## config.mk

```make
export PLATFORM = sky130hd
export DESIGN_NAME = zone_plate_pattern_generator
export DESIGN_NICKNAME = d
export VERILOG_FILES = /design/src/zp_pkg.sv /design/src/zone_plate_pattern_generator.sv /design/src/zp_wave_shaper.sv
export VERILOG_INCLUDE_DIRS = /design/src
export SDC_FILE = /design/constraint.sdc
export NUM_CORES = 2
export LEC_CHECK = 0
export ABC_AREA = 1
export ABC_CLOCK_PERIOD_IN_PS = 20800
export BUFFER_PORTS_ARGS = -buffer_cell sky130_fd_sc_hd__buf_4
export CAP_MARGIN = 20
export CORE_MARGIN = 8
export CORE_UTILIZATION = 39
export DETAILED_ROUTE_END_ITERATION = 10
export HOLD_SLACK_MARGIN = 0.06
export PLACE_DENSITY_LB_ADDON = 0.3
export SLEW_MARGIN = 20
export SYNTH_ARGS = -nofsm -noshare
export SYNTH_HDL_FRONTEND = slang
export SYNTH_HIERARCHICAL = 1
export SYNTH_SLANG_ARGS = --single-unit
```

## constraint.sdc

```tcl
create_clock -name clk_i -period 20.8 [get_ports clk_i]
set_input_delay 0 -clock clk_i [delete_from_list [all_inputs] [get_ports clk_i]]
set_output_delay 0 -clock clk_i [all_outputs]
set_load 0.02 [all_outputs]
```

## src/zp_consts.svh

```systemverilog
`ifndef ZP_CONSTS_SVH
`define ZP_CONSTS_SVH

// Register byte addresses on the parameter port.
`define ZP_REG_CTRL 8'h00
`define ZP_REG_AMP 8'h04
`define ZP_REG_COEF_BASE 8'h08
`define ZP_REG_TIME 8'h30

// Control register field positions.
`define ZP_CTRL_EN0 0
`define ZP_CTRL_EN1 1
`define ZP_CTRL_EN2 2
`define ZP_CTRL_TRES 3
`define ZP_CTRL_SHAPE_LO 4
`define ZP_CTRL_SHAPE_HI 5
`define ZP_CTRL_RGB 6
`define ZP_CTRL_W 7

// Amplitude in half-millivolt steps: 798.0 mV ceiling, 700 mV after reset.
`define ZP_AMP_MAX 11'h63c
`define ZP_AMP_RESET 11'h578

// Coefficient slots, one word each from the coefficient base upward.
`define ZP_NUM_COEF 10
`define ZP_K_PHASE 0
`define ZP_K_X 1
`define ZP_K_Y 2
`define ZP_K_T 3
`define ZP_K_XT 4
`define ZP_K_YT 5
`define ZP_K_XY 6
`define ZP_K_X2 7
`define ZP_K_Y2 8
`define ZP_K_T2 9

// Output coding: level = unit wave times amplitude times multiplier, shifted down.
`define ZP_LEVEL_MUL 32'h0000_0502
`define ZP_LEVEL_SHIFT 21
`define ZP_BLACK 10'h040
`define ZP_ZERO_CHROMA 10'h200
`define ZP_CHROMA_LOW 10'h04a
`define ZP_CODE_MAX 10'h3fb

// Sine refinement weight on the parabola, in 1/1024 units.
`define ZP_SINE_REFINE 11'h0e6

`endif

```

## src/zp_pkg.sv

```systemverilog
package zp_pkg;

  // Shape applied to the phase before amplitude scaling.
  typedef enum logic [1:0] {SHAPE_SINE, SHAPE_TRIANGLE, SHAPE_SQUARE} shape_e;

  // Phase and frequency words: cycles as a 32-bit fraction, wrapping mod one cycle.
  typedef logic signed [31:0] coef_t;

endpackage : zp_pkg

```

## src/zone_plate_pattern_generator.sv

```systemverilog
`timescale 1ns/10ps
`default_nettype none
`include "zp_consts.svh"

module zone_plate_pattern_generator import zp_pkg::*; #(
  parameter bit DEFAULT_RGB = 1'b0
) (
  // Clock and resets.
  input wire logic clk_i,
  input wire logic rst_b_i,
  input wire logic clear_i,
  // Parameter port.
  input wire logic [7:0] addr_i,
  input wire logic [31:0] wdata_i,
  input wire logic wr_i,
  input wire logic rd_i,
  output logic [31:0] rdata_o,
  // Raster timing from the video timing generator.
  input wire logic frame_start_i,
  input wire logic line_start_i,
  input wire logic active_i,
  // Pixel output: first, second and third colour component.
  output logic [9:0] comp0_o,
  output logic [9:0] comp1_o,
  output logic [9:0] comp2_o,
  output logic valid_o
);

  logic [`ZP_CTRL_W-1:0] ctrl;
  logic [10:0] pattern_amplitude;
  coef_t coef [`ZP_NUM_COEF];
  coef_t shadow [`ZP_NUM_COEF];
  coef_t time_phase;
  coef_t time_sweep;
  coef_t time_hfreq;
  coef_t time_vfreq;
  logic [31:0] time_count;
  coef_t line_phase;
  coef_t line_vfreq;
  coef_t line_hfreq;
  coef_t pix_phase;
  coef_t pix_freq;
  logic [9:0] unit_level;
  logic unit_valid;
  logic [31:0] level_prod;
  logic [10:0] luma_sum;
  logic [10:0] chroma_sum;
  logic [9:0] next_luma;
  logic [9:0] next_chroma;
  shape_e shape_sel;
  logic [31:0] next_rdata;

  // Shape field decode; the unused code falls back to sine inside the shaper.
  assign shape_sel = shape_e'(ctrl[`ZP_CTRL_SHAPE_HI:`ZP_CTRL_SHAPE_LO]);

  // Control register: component switches, time reset, shape and structure.
  always_ff @(posedge clk_i or negedge rst_b_i) begin
    if (!rst_b_i) begin
      ctrl <= {DEFAULT_RGB, 2'b00, 1'b0, DEFAULT_RGB, DEFAULT_RGB, 1'b1};
    end else if (wr_i && addr_i == `ZP_REG_CTRL) begin
      ctrl <= wdata_i[`ZP_CTRL_W-1:0];
    end
  end

  // Amplitude register; writes above the ceiling saturate at it.
  always_ff @(posedge clk_i or negedge rst_b_i) begin
    if (!rst_b_i) begin
      pattern_amplitude <= `ZP_AMP_RESET;
    end else if (wr_i && addr_i == `ZP_REG_AMP) begin
      if (wdata_i > 32'(`ZP_AMP_MAX)) begin
        pattern_amplitude <= `ZP_AMP_MAX;
      end else begin
        pattern_amplitude <= wdata_i[10:0];
      end
    end
  end

  // Coefficient registers, written by software at any time.
  always_ff @(posedge clk_i or negedge rst_b_i) begin
    if (!rst_b_i) begin
      for (int i = 0; i < `ZP_NUM_COEF; i++) begin
        coef[i] <= '0;
      end
    end else begin
      for (int i = 0; i < `ZP_NUM_COEF; i++) begin
        if (wr_i && addr_i == 8'(`ZP_REG_COEF_BASE + 4 * i)) begin
          coef[i] <= wdata_i;
        end
      end
    end
  end

  // Read mux; unmapped addresses read as zero.
  always_comb begin
    next_rdata = 32'h0000_0000;
    if (addr_i == `ZP_REG_CTRL) begin
      next_rdata = 32'(ctrl);
    end else if (addr_i == `ZP_REG_AMP) begin
      next_rdata = 32'(pattern_amplitude);
    end else if (addr_i == `ZP_REG_TIME) begin
      next_rdata = time_count;
    end
    for (int i = 0; i < `ZP_NUM_COEF; i++) begin
      if (addr_i == 8'(`ZP_REG_COEF_BASE + 4 * i)) begin
        next_rdata = coef[i];
      end
    end
  end

  // Read data stands in the cycle after the strobe only.
  always_ff @(posedge clk_i or negedge rst_b_i) begin
    if (!rst_b_i) begin
      rdata_o <= 32'h0000_0000;
    end else if (rd_i) begin
      rdata_o <= next_rdata;
    end else begin
      rdata_o <= 32'h0000_0000;
    end
  end

  // Working copy of the coefficients, refreshed only at a frame boundary.
  always_ff @(posedge clk_i or negedge rst_b_i) begin
    if (!rst_b_i) begin
      for (int i = 0; i < `ZP_NUM_COEF; i++) begin
        shadow[i] <= '0;
      end
    end else if (frame_start_i) begin
      for (int i = 0; i < `ZP_NUM_COEF; i++) begin
        shadow[i] <= coef[i];
      end
    end
  end

  // Time coordinate, stepped once per frame; all sums wrap modulo one cycle,
  // which gives the phase flip and the return through DC at the format limit.
  always_ff @(posedge clk_i or negedge rst_b_i) begin
    if (!rst_b_i) begin
      time_phase <= '0;
      time_sweep <= '0;
      time_hfreq <= '0;
      time_vfreq <= '0;
      time_count <= 32'h0000_0000;
    end else if (clear_i || (frame_start_i && ctrl[`ZP_CTRL_TRES])) begin
      time_phase <= '0;
      time_sweep <= '0;
      time_hfreq <= '0;
      time_vfreq <= '0;
      time_count <= 32'h0000_0000;
    end else if (frame_start_i) begin
      time_phase <= time_phase + coef[`ZP_K_T] + time_sweep;
      time_sweep <= time_sweep + coef[`ZP_K_T2];
      time_hfreq <= time_hfreq + coef[`ZP_K_XT];
      time_vfreq <= time_vfreq + coef[`ZP_K_YT];
      time_count <= time_count + 32'h0000_0001;
    end
  end

  // Per-line state: start phase, vertical frequency and line horizontal frequency.
  always_ff @(posedge clk_i or negedge rst_b_i) begin
    if (!rst_b_i) begin
      line_phase <= '0;
      line_vfreq <= '0;
      line_hfreq <= '0;
    end else if (clear_i) begin
      line_phase <= '0;
      line_vfreq <= '0;
      line_hfreq <= '0;
    end else if (frame_start_i) begin
      line_phase <= coef[`ZP_K_PHASE] + time_phase;
      line_vfreq <= coef[`ZP_K_Y] + time_vfreq;
      line_hfreq <= coef[`ZP_K_X] + time_hfreq;
    end else if (line_start_i) begin
      line_phase <= line_phase + line_vfreq;
      line_vfreq <= line_vfreq + shadow[`ZP_K_Y2];
      line_hfreq <= line_hfreq + shadow[`ZP_K_XY];
    end
  end

  // Per-sample state: phase steps by the horizontal frequency, which the sweep raises.
  always_ff @(posedge clk_i or negedge rst_b_i) begin
    if (!rst_b_i) begin
      pix_phase <= '0;
      pix_freq <= '0;
    end else if (clear_i) begin
      pix_phase <= '0;
      pix_freq <= '0;
    end else if (line_start_i) begin
      pix_phase <= line_phase;
      pix_freq <= line_hfreq;
    end else if (active_i) begin
      pix_phase <= pix_phase + pix_freq;
      pix_freq <= pix_freq + shadow[`ZP_K_X2];
    end
  end

  // Phase to unit level through the selected shape.
  zp_wave_shaper u_shaper (
    .clk_i(clk_i),
    .rst_b_i(rst_b_i),
    .phase_i(pix_phase[31:20]),
    .shape_i(shape_sel),
    .valid_i(active_i),
    .level_o(unit_level),
    .valid_o(unit_valid)
  );

  // Amplitude scaling into video codes, saturated at the legal maximum.
  always_comb begin
    level_prod = (32'(unit_level) * 32'(pattern_amplitude) * `ZP_LEVEL_MUL) >> `ZP_LEVEL_SHIFT;
    luma_sum = 11'(`ZP_BLACK) + level_prod[10:0];
    chroma_sum = 11'(`ZP_CHROMA_LOW) + level_prod[10:0];
    next_luma = (luma_sum > 11'(`ZP_CODE_MAX)) ? `ZP_CODE_MAX : luma_sum[9:0];
    next_chroma = (chroma_sum > 11'(`ZP_CODE_MAX)) ? `ZP_CODE_MAX : chroma_sum[9:0];
  end

  // Output registers; a disabled component rests at black or zero chroma.
  always_ff @(posedge clk_i or negedge rst_b_i) begin
    if (!rst_b_i) begin
      comp0_o <= `ZP_BLACK;
      comp1_o <= `ZP_ZERO_CHROMA;
      comp2_o <= `ZP_ZERO_CHROMA;
      valid_o <= 1'b0;
    end else begin
      valid_o <= unit_valid;
      comp0_o <= ctrl[`ZP_CTRL_EN0] ? next_luma : `ZP_BLACK;
      if (ctrl[`ZP_CTRL_RGB]) begin
        comp1_o <= ctrl[`ZP_CTRL_EN1] ? next_luma : `ZP_BLACK;
        comp2_o <= ctrl[`ZP_CTRL_EN2] ? next_luma : `ZP_BLACK;
      end else begin
        comp1_o <= ctrl[`ZP_CTRL_EN1] ? next_chroma : `ZP_ZERO_CHROMA;
        comp2_o <= ctrl[`ZP_CTRL_EN2] ? next_chroma : `ZP_ZERO_CHROMA;
      end
    end
  end

  chk_amp_ceiling_held: assert property (@(posedge clk_i) disable iff (!rst_b_i)
    wr_i && addr_i == `ZP_REG_AMP && wdata_i > 32'h0000_063c
    |=> pattern_amplitude == 11'h63c)
    else $error("amplitude not saturated at ceiling");

  chk_time_reset_zero: assert property (@(posedge clk_i) disable iff (!rst_b_i)
    frame_start_i && ctrl[`ZP_CTRL_TRES] |=> time_count == 32'h0 && time_phase == 32'sh0)
    else $error("time coordinate not cleared by time reset");

  chk_time_advance_hold: assert property (@(posedge clk_i) disable iff (!rst_b_i)
    !clear_i && !ctrl[`ZP_CTRL_TRES] ##0 !frame_start_i [*2]
    |-> $stable(time_count) && $stable(time_phase))
    else $error("time coordinate moved between frames");

  chk_shadow_frame_only: assert property (@(posedge clk_i) disable iff (!rst_b_i)
    !frame_start_i |=> shadow[`ZP_K_X2] == $past(shadow[`ZP_K_X2]))
    else $error("sweep coefficient changed inside a frame");

  chk_horiz_sweep_step: assert property (@(posedge clk_i) disable iff (!rst_b_i)
    active_i && !line_start_i && !clear_i
    |=> pix_freq == $past(pix_freq) + $past(shadow[`ZP_K_X2]))
    else $error("sample frequency not stepped by sweep");

  chk_vert_sweep_step: assert property (@(posedge clk_i) disable iff (!rst_b_i)
    line_start_i && !frame_start_i && !clear_i
    |=> line_vfreq == $past(line_vfreq) + $past(shadow[`ZP_K_Y2]))
    else $error("vertical frequency not stepped per line");

  chk_line_start_load: assert property (@(posedge clk_i) disable iff (!rst_b_i)
    line_start_i && !clear_i |=> pix_freq == $past(line_hfreq) && pix_phase == $past(line_phase))
    else $error("line start did not load line state");

  chk_output_latency: assert property (@(posedge clk_i) disable iff (!rst_b_i)
    active_i |-> ##2 valid_o)
    else $error("output valid not two cycles after active");

  chk_disabled_chroma: assert property (@(posedge clk_i) disable iff (!rst_b_i)
    !ctrl[`ZP_CTRL_RGB] && !ctrl[`ZP_CTRL_EN1] |=> comp1_o == 10'h200)
    else $error("disabled second component not at zero chroma");

  chk_read_amp: assert property (@(posedge clk_i) disable iff (!rst_b_i)
    rd_i && addr_i == `ZP_REG_AMP |=> rdata_o == 32'($past(pattern_amplitude)))
    else $error("amplitude readback wrong");

  // Time terms step once per frame from the live coefficients, unless cleared.
  chk_time_phase_step: assert property (@(posedge clk_i) disable iff (!rst_b_i)
    frame_start_i && !clear_i && !ctrl[`ZP_CTRL_TRES]
    |=> time_phase == $past(time_phase) + $past(coef[`ZP_K_T]) + $past(time_sweep))
    else $error("temporal phase not stepped at frame start");

  chk_time_sweep_step: assert property (@(posedge clk_i) disable iff (!rst_b_i)
    frame_start_i && !clear_i && !ctrl[`ZP_CTRL_TRES]
    |=> time_sweep == $past(time_sweep) + $past(coef[`ZP_K_T2]))
    else $error("temporal sweep not stepped at frame start");

  chk_time_hfreq_step: assert property (@(posedge clk_i) disable iff (!rst_b_i)
    frame_start_i && !clear_i && !ctrl[`ZP_CTRL_TRES]
    |=> time_hfreq == $past(time_hfreq) + $past(coef[`ZP_K_XT]))
    else $error("timed horizontal frequency not stepped");

  chk_time_vfreq_step: assert property (@(posedge clk_i) disable iff (!rst_b_i)
    frame_start_i && !clear_i && !ctrl[`ZP_CTRL_TRES]
    |=> time_vfreq == $past(time_vfreq) + $past(coef[`ZP_K_YT]))
    else $error("timed vertical frequency not stepped");

  // Each frame starts its line state from the live coefficients and the time terms.
  chk_frame_phase_load: assert property (@(posedge clk_i) disable iff (!rst_b_i)
    frame_start_i && !clear_i
    |=> line_phase == $past(coef[`ZP_K_PHASE]) + $past(time_phase))
    else $error("frame start phase not loaded");

  chk_frame_vfreq_load: assert property (@(posedge clk_i) disable iff (!rst_b_i)
    frame_start_i && !clear_i
    |=> line_vfreq == $past(coef[`ZP_K_Y]) + $past(time_vfreq))
    else $error("frame start vertical frequency not loaded");

  // The synchronous clear empties every phase accumulator at once.
  chk_clear_zeroes_all: assert property (@(posedge clk_i) disable iff (!rst_b_i)
    clear_i |=> pix_phase == 32'sh0 && line_phase == 32'sh0 && time_phase == 32'sh0)
    else $error("clear left a phase accumulator set");

  // Output codes: disabled components rest at their level, nothing passes the legal top.
  chk_disabled_luma_black: assert property (@(posedge clk_i) disable iff (!rst_b_i)
    !ctrl[`ZP_CTRL_EN0] |=> comp0_o == 10'h040)
    else $error("disabled first component not at black");

  chk_rgb_disabled_black: assert property (@(posedge clk_i) disable iff (!rst_b_i)
    ctrl[`ZP_CTRL_RGB] && !ctrl[`ZP_CTRL_EN2] |=> comp2_o == 10'h040)
    else $error("disabled third component not at black");

  chk_code_ceiling_kept: assert property (@(posedge clk_i) disable iff (!rst_b_i)
    comp0_o < 10'h3fc && comp1_o < 10'h3fc && comp2_o < 10'h3fc)
    else $error("output code above the legal maximum");

endmodule : zone_plate_pattern_generator

`default_nettype wire

```

## src/zp_wave_shaper.sv

```systemverilog
`timescale 1ns/10ps
`default_nettype none
`include "zp_consts.svh"

module zp_wave_shaper import zp_pkg::*; (
  // Clock and reset.
  input wire logic clk_i,
  input wire logic rst_b_i,
  // Phase in, top twelve bits of the cycle fraction.
  input wire logic [11:0] phase_i,
  input wire shape_e shape_i,
  input wire logic valid_i,
  // Unipolar level, 1 is the negative peak and 1023 the positive peak.
  output logic [9:0] level_o,
  output logic valid_o
);

  logic [9:0] half_pos;
  logic [20:0] para;
  logic [10:0] y0;
  logic [21:0] curv;
  logic [21:0] adj;
  logic [10:0] ys;
  logic [9:0] mag;
  logic [10:0] next_level;

  // Parabola per half cycle with a curvature correction gives a close sine.
  always_comb begin
    half_pos = phase_i[10:1];
    para = 21'(half_pos) * (21'h000400 - 21'(half_pos));
    y0 = para[18:8];
    curv = (22'(y0) * (22'h000400 - 22'(y0))) >> 10;
    adj = (curv * 22'(`ZP_SINE_REFINE)) >> 10;
    ys = y0 - adj[10:0];
    unique case (shape_i)
      SHAPE_SINE: mag = ys[10:1];
      SHAPE_TRIANGLE: mag = half_pos[9] ? 10'(10'h3ff - half_pos) : half_pos;
      SHAPE_SQUARE: mag = 10'h1ff;
      default: mag = ys[10:1];
    endcase
    if (mag > 10'h1ff) begin
      mag = 10'h1ff;
    end
    next_level = phase_i[11] ? 11'(11'h200 - 11'(mag)) : 11'(11'h200 + 11'(mag));
  end

  // Registered level, so the main pipeline sees a fixed one-cycle latency.
  always_ff @(posedge clk_i or negedge rst_b_i) begin
    if (!rst_b_i) begin
      level_o <= 10'h000;
      valid_o <= 1'b0;
    end else begin
      level_o <= next_level[10] ? 10'h3ff : next_level[9:0];
      valid_o <= valid_i;
    end
  end

  chk_square_peak_level: assert property (@(posedge clk_i) disable iff (!rst_b_i)
    valid_i && shape_i == SHAPE_SQUARE && !phase_i[11] |=> level_o == 10'h3ff)
    else $error("square wave positive half not at peak");

endmodule : zp_wave_shaper

`default_nettype wire

```

# Word level (Yosys, flattened, before mapping)

Cells that the tools add are included.

Register bits after elaboration: 828
Bits of input ports: 48
Output and inout bits: 63
Logic and storage cells: 149

Equality and inequality tests: 14
Multiply operators: 5
Add/sub/neg operators: 22
Multiplexer cells: 54
$lt $le $gt $ge: 4
Reductions and logical operators: 18

Operator list:

| cell                   | count |
|---|---|
| $mux 32                | 39 |
| $add 32x32->32         | 13 |
| $mux 10                | 12 |
| $eq 8x6->1 const B     | 5 |
| $add 32x1->32 const B  | 1 |
| $eq 8x5->1 const B     | 4 |
| $gt 32x11->1 const B   | 1 |
| $mul 21x10->31 const B | 1 |
| $add 7x11->11 const A  | 2 |
| $gt 11x10->1 const B   | 2 |
| $mul 11x22->22         | 1 |
| $mux 11                | 2 |
| $mul 10x11->21         | 1 |
| $mul 10x21->19         | 1 |
| $pmux 10 s2            | 1 |
| $mul 12x7->19 const B  | 1 |
| $eq 8x4->1 const B     | 2 |
| $logic_and 1x1->1      | 13 |
| $sub 11x10->12 const A | 1 |
| $sub 11x11->12 const A | 1 |
| $add 10x10->11 const A | 1 |
| $sub 10x10->11 const A | 1 |
| $sub 11x11->11         | 1 |
| $gt 10x9->1 const B    | 1 |
| 8 further kinds        | 9 |

# Logic depth before layout (Yosys ltp)

Depth in word-level cells: 15
Mapped depth: 97
Depth with buffers taken out: 96

# Hierarchy

The synthesis kept the hierarchy.

Modules (own cells, without submodules):

| module                       | instances | area an instance (µm²) | seq. area each (µm²) | cells an instance |
|---|---|---|---|---|
| zone_plate_pattern_generator | 1         | 59112.9                | 20457.1              | 7817 |
| zp_wave_shaper               | 1         | 10900.5                | 275.3                | 1440 |

# Worst setup path before layout

No wires, ideal clock.

Path type: flip-flop to flip-flop
Start point: register pix_phase[21]
End point: register u_shaper.level_o[5]
Setup slack: 5684 ps
Buffers on the path: 0
Period minus slack after synthesis: 15116 ps
Required time: 20683 ps
Library setup time: 117 ps
Stages on the path, launching flop included: 86
Arrival: 14999 ps
Cell sequence: dfrtp_1 > inv_1 > ha_1 > nand4_2 > nor3_1 > ha_1 > inv_1 > nand2_1 > fa_1 > fa_1 > inv_1 > fa_1 > fa_1 > inv_1 > fa_1 > inv_1 > ha_1 > nand2_1 > [... 50 more ...] > nand2_1 > nand2_1 > nand2_1 > a221oi_1 > xor2_1 > ha_1 > inv_1 > nor3_1 > nand3_2 > nand2_1 > nand2_1 > nand3_2 > nand2_2 > nor2_4 > nand2_2 > or2_1 > nand3b_1 > nand2_1

Cells in the longest elaborated chain, start to end: 12
Elaborated cells between the ends (all ways): 15
Those cells by class: add/sub (6); mul (3); order compare (1); mux (5)

RTL lines:

| element                                          | line                                | source |
|---|---|---|
| from (decl)                                      | zone_plate_pattern_generator.sv:41  | `coef_t pix_phase;` |
| from (signal assigned)                           | zone_plate_pattern_generator.sv:188 | `pix_phase <= line_phase;` |
| from (signal assigned)                           | zone_plate_pattern_generator.sv:191 | `pix_phase <= pix_phase + pix_freq;` |
| $sub 11x10->12                                   | zp_wave_shaper.sv:30                | `para = 21'(half_pos) * (21'h000400 - 21'(half_pos));` |
| $mul 10x21->19                                   | zp_wave_shaper.sv:30                |  |
| $sub 11x11->12                                   | zp_wave_shaper.sv:32                | `curv = (22'(y0) * (22'h000400 - 22'(y0))) >> 10;` |
| $mul 11x22->22                                   | zp_wave_shaper.sv:32                |  |
| $mul 12x7->19                                    | zp_wave_shaper.sv:33                | `` adj = (curv * 22'(`ZP_SINE_REFINE)) >> 10; `` |
| $sub 11x11->11                                   | zp_wave_shaper.sv:34                | `ys = y0 - adj[10:0];` |
| $pmux 10 s2 *                                    | zp_wave_shaper.sv:35                | `unique case (shape_i)` |
| $gt 10x9->1                                      | zp_wave_shaper.sv:41                | `if (mag > 10'h1ff) begin` |
| $mux 10 *                                        | zp_wave_shaper.sv:41                |  |
| $add 10x10->11 or $sub 10x10->11 (tied branches) | zp_wave_shaper.sv:44                | `next_level = phase_i[11] ? 11'(11'h200 - 11'(mag)) : 11'(11'h200 + 11'(mag));` |
| $mux 11 *                                        | zp_wave_shaper.sv:44                |  |
| $mux 10 *                                        | zp_wave_shaper.sv:53                | `level_o <= next_level[10] ? 10'h3ff : next_level[9:0];` |
| to (signal assigned)                             | zp_wave_shaper.sv:53                |  |
| to (decl)                                        | zp_wave_shaper.sv:14                | `output logic [9:0] level_o,` |

Mark *: on every way between the ends. The rest lies on a longest branch, timed or not.
A chain may end at the register's enable or synchronous reset.

# Worst setup path in the final report

Same ends and word-level chain as after synthesis.

==> key figures <==
Status
  – Status: completed

GRT
  – Vias in the first global route: 62700
  – Global Route Usage Sum: 0.252
  – Grt ovf: 0
  – Initial antenna violation count: 7
  – Largest net degree at the start of global routing: 132
  – Global-route wire length before repair: 379000 um

Route
  – Initial detailed-routing violation count: 5782
  – DRC Markers: 0
  – Final WL: 249000 um
  – Vias post-DR: 63800
  – Number of routed nets with antenna violations: 0
  – WL per Instance: 21.2 um
  – Vias per cell: 5.44
  – DR pass1 iterations: 6

Clocking
  – CTS root buf: clkbuf_16
  – Cts repair resizes: 0
  – Clock latency on the worst-skew pair: 750 ps
  – Setup Buffers After CTS: 0
  – Clk slew on worst S/H paths: 70 ps
  – CTS buffer count: 100
  – Number of H-tree levels: 3
  – Clock tree buffer depth: 3
  – CTS tree: yes
  – Clock Sink Count: 828

Floorplanning
  – Site Rows: 155
  – # IOs: 111
  – DIE HEIGHT: 440 um
  – Die X: 440 um
  – Initial cell density of the core: 0.392
  – Die Area: 193000 um^2
  – Core area: 178000 um^2

Synthesis
  – Yosys reg bits: 828
  – EDFF count, synth: 0
  – Top cell type's share of synthesized area: 0.292
  – Synth Instances: 9257
  – Mean post-synth cell area: 7.56 um^2
  – FFs w/ async S/R, synth: 1.00
  – Library cells used by synthesis: 75
  – Mapped cell area: 70000 um^2
  – Largest area contributor in the netlist: dfrtp_1
  – Post-synthesis sequential area ratio: 0.296
  – Warnings from Yosys: 6
  – Post-synth top flop: dfrtp_1
  – Area contributors post-synth: dfrtp_1 29%, ha_1 13%, nand2_1 13%, fa_1 8.3%, inv_1 6.5%

Timing
  – Period utilisation layout: 0.845
  – Hold Vio Cnt, Final: 0
  – Unrepaired setup endpoints after global routing: no
  – Setup Skew: 98.8 ps
  – Fin crit period: 17570 ps
  – Max Slew Vio Count: 0
  – Max_slew headroom: 0.177
  – Fmax: 0.0569 GHz
  – # setup viols final: 0
  – Setup_tns: 0 ps
  – Worst Tran Pin Value: 1220 ps

Placement
  – Placed cell count: 11500
  – Number of buffers added on ports: 110
  – Final HPWL DP: 196000 um
  – Gpl congestion: 0.985

Critical path
  – Cell repeated most along the worst path: nand2_1
  – Setup crit end kind: flop
  – Critical Path Source Type: flop
  – CP max-delay cell: dfrtp_1
  – Critical setup path kind: flop to flop
  – R2R cell count: 85
  – Largest fanout on the critical path: 18
  – Max stage delay on crit path: 780 ps
  – Crit path DAT: 18110 ps
  – Data required time of the critical path: 21340 ps

Layout
  – Fin nets: 10400
  – Share of cells above drive strength 1: 0.0554
  – Most frequent cells in the layout: 2449 x nand2_1, 1206 x inv_1, 818 x dfrtp_1
  – Finished Layout Cells: 11700
  – Commonest non-fill, non-tap cell in the layout: nand2_1
  – Area growth syn-to-layout: 10.4%

Hold path
  – WHS Path Cells: 7
  – HP Class: input port to flop

Run
  – # Max-Cap Violations: 0
==> metrics by stage <==
| step | hold slack (ps) | instance area (um^2) | setup WS, ps | utilization |
|---|---|---|---|---|
| 5_1_grt | 139 | 77300 | 1860 | 0.433 |
| 3_5_place_dp | 113 | 73300 | 3310 | 0.411 |
| 3_3_place_gp | 117 | 73300 | 3580 | 0.411 |
| 6_report | 124 | 77300 | 3230 | 0.433 |
| 2_1_floorplan | -296 | 70000 | 5680 | - |
| 4_1_cts | 71.3 | 77200 | 3210 | 0.433 |
==> synth_stat cells, types with 11 or more instances <==
| library cell | n |
|---|---|
| nand2_1 | 2459 |
| inv_1 | 1208 |
| dfrtp_1 | 818 |
| o21ai_0 | 796 |
| ha_1 | 739 |
| a21oi_1 | 731 |
| nor2_1 | 527 |
| fa_1 | 292 |
| nand3_1 | 276 |
| clkbuf_1 | 243 |
| xor2_1 | 140 |
| nand4_1 | 94 |
| nor3_1 | 78 |
| a31oi_1 | 71 |
| xnor2_1 | 71 |
| o21a_1 | 62 |
| o21ai_1 | 51 |
| a221oi_1 | 47 |
| o211ai_1 | 46 |
| o31ai_1 | 42 |
| or2_2 | 39 |
| a21o_1 | 37 |
| buf_1 | 30 |
| o21bai_1 | 29 |
| a21boi_0 | 28 |
| nand2_2 | 28 |
| nor4_1 | 22 |
| o22ai_1 | 21 |
| o221ai_1 | 18 |
| a22o_1 | 17 |
| a21boi_1 | 13 |
| inv_2 | 13 |
| buf_2 | 11 |
| nand2_4 | 11 |
==> area by class of cell <==
type	instances	area [um^2]
fillers	18100	101000
repair buffers	225	1880
well taps	2355	2950
clock inverters	46	604
clock buffers	139	2800
multi-input cells	6919	43700
inverters	1226	4610
flip-flops and latches	828	20700
diodes	4	10.0
==> critical path: cells and delay by family, from the launching register on <==
kind / cells / cell delay (ps)
XOR/XNOR: 4 / 1100
AND/OR/NAND/NOR: 36 / 3700
AO/OA/AOI/OAI: 8 / 1410
adder cells (fa/ha/maj): 21 / 8790
buffers and inverters: 16 / 1560
flip-flops: 1 / 780
==> cells by family (layout without fill, tap and decap cells) <==
group / Yosys count / count (layout) / synth area share
AO/OA/AOI/OAI: 2068 / 2068 / 0.167
XOR/XNOR: 218 / 218 / 0.0285
adder cells (fa/ha/maj): 1031 / 1031 / 0.216
buffers and inverters: 1514 / 1636 / 0.0818
flip-flops: 828 / 828 / 0.296
multiplexers: 10 / 10 / 0.00145
other: 2 / 10 / 0.000107
AND/OR/NAND/NOR: 3586 / 3586 / 0.210
==> sequential cells by signal, summed over array words and instances, names as in the netlist, 11 cells and up <==
| name | flops |
|---|---|
| line_vfreq | 32 |
| shadow | 96 |
| time_hfreq | 32 |
| time_count | 32 |
| pix_phase | 32 |
| coef | 320 |
| time_vfreq | 32 |
| line_hfreq | 32 |
| line_phase | 32 |
| time_phase | 32 |
| pattern_amplitude | 11 |
| rdata_o | 32 |
| pix_freq | 32 |
| time_sweep | 32 |
==> per-layer routing <==
layer / track usage / share of wire / routed length [um]
met4: 0.0898 / 0.041 / 10200
met3: 0.0360 / 0.067 / 16700
met1: 0.339 / 0.43 / 108000
met5: 0 / 0.000052 / 13
met2: 0.414 / 0.46 / 114000
==> worst paths after layout <==
kind,endpoint,slack (ps),startpoint
max,u_shaper/level_o[5],3230,pix_phase[21]
min,rdata_o[1],120,addr_i[4]
max reg2reg,u_shaper/level_o[5],3230,pix_phase[21]
min reg2reg,valid_o,350,u_shaper/valid_o
max in group asynchronous,pix_phase[18],17660,rst_b_i
min in group asynchronous,coef[80],350,rst_b_i
==> repair_timing <==
action	4_1_cts	5_1_grt
endpoints found under the setup margin	0	0
hold buffers	52	0
hold endpoints to repair	587	0
Power is left out: the tool's default activity adds up to more than one toggle a clock period on the data nets, which glitch-free logic cannot reach.
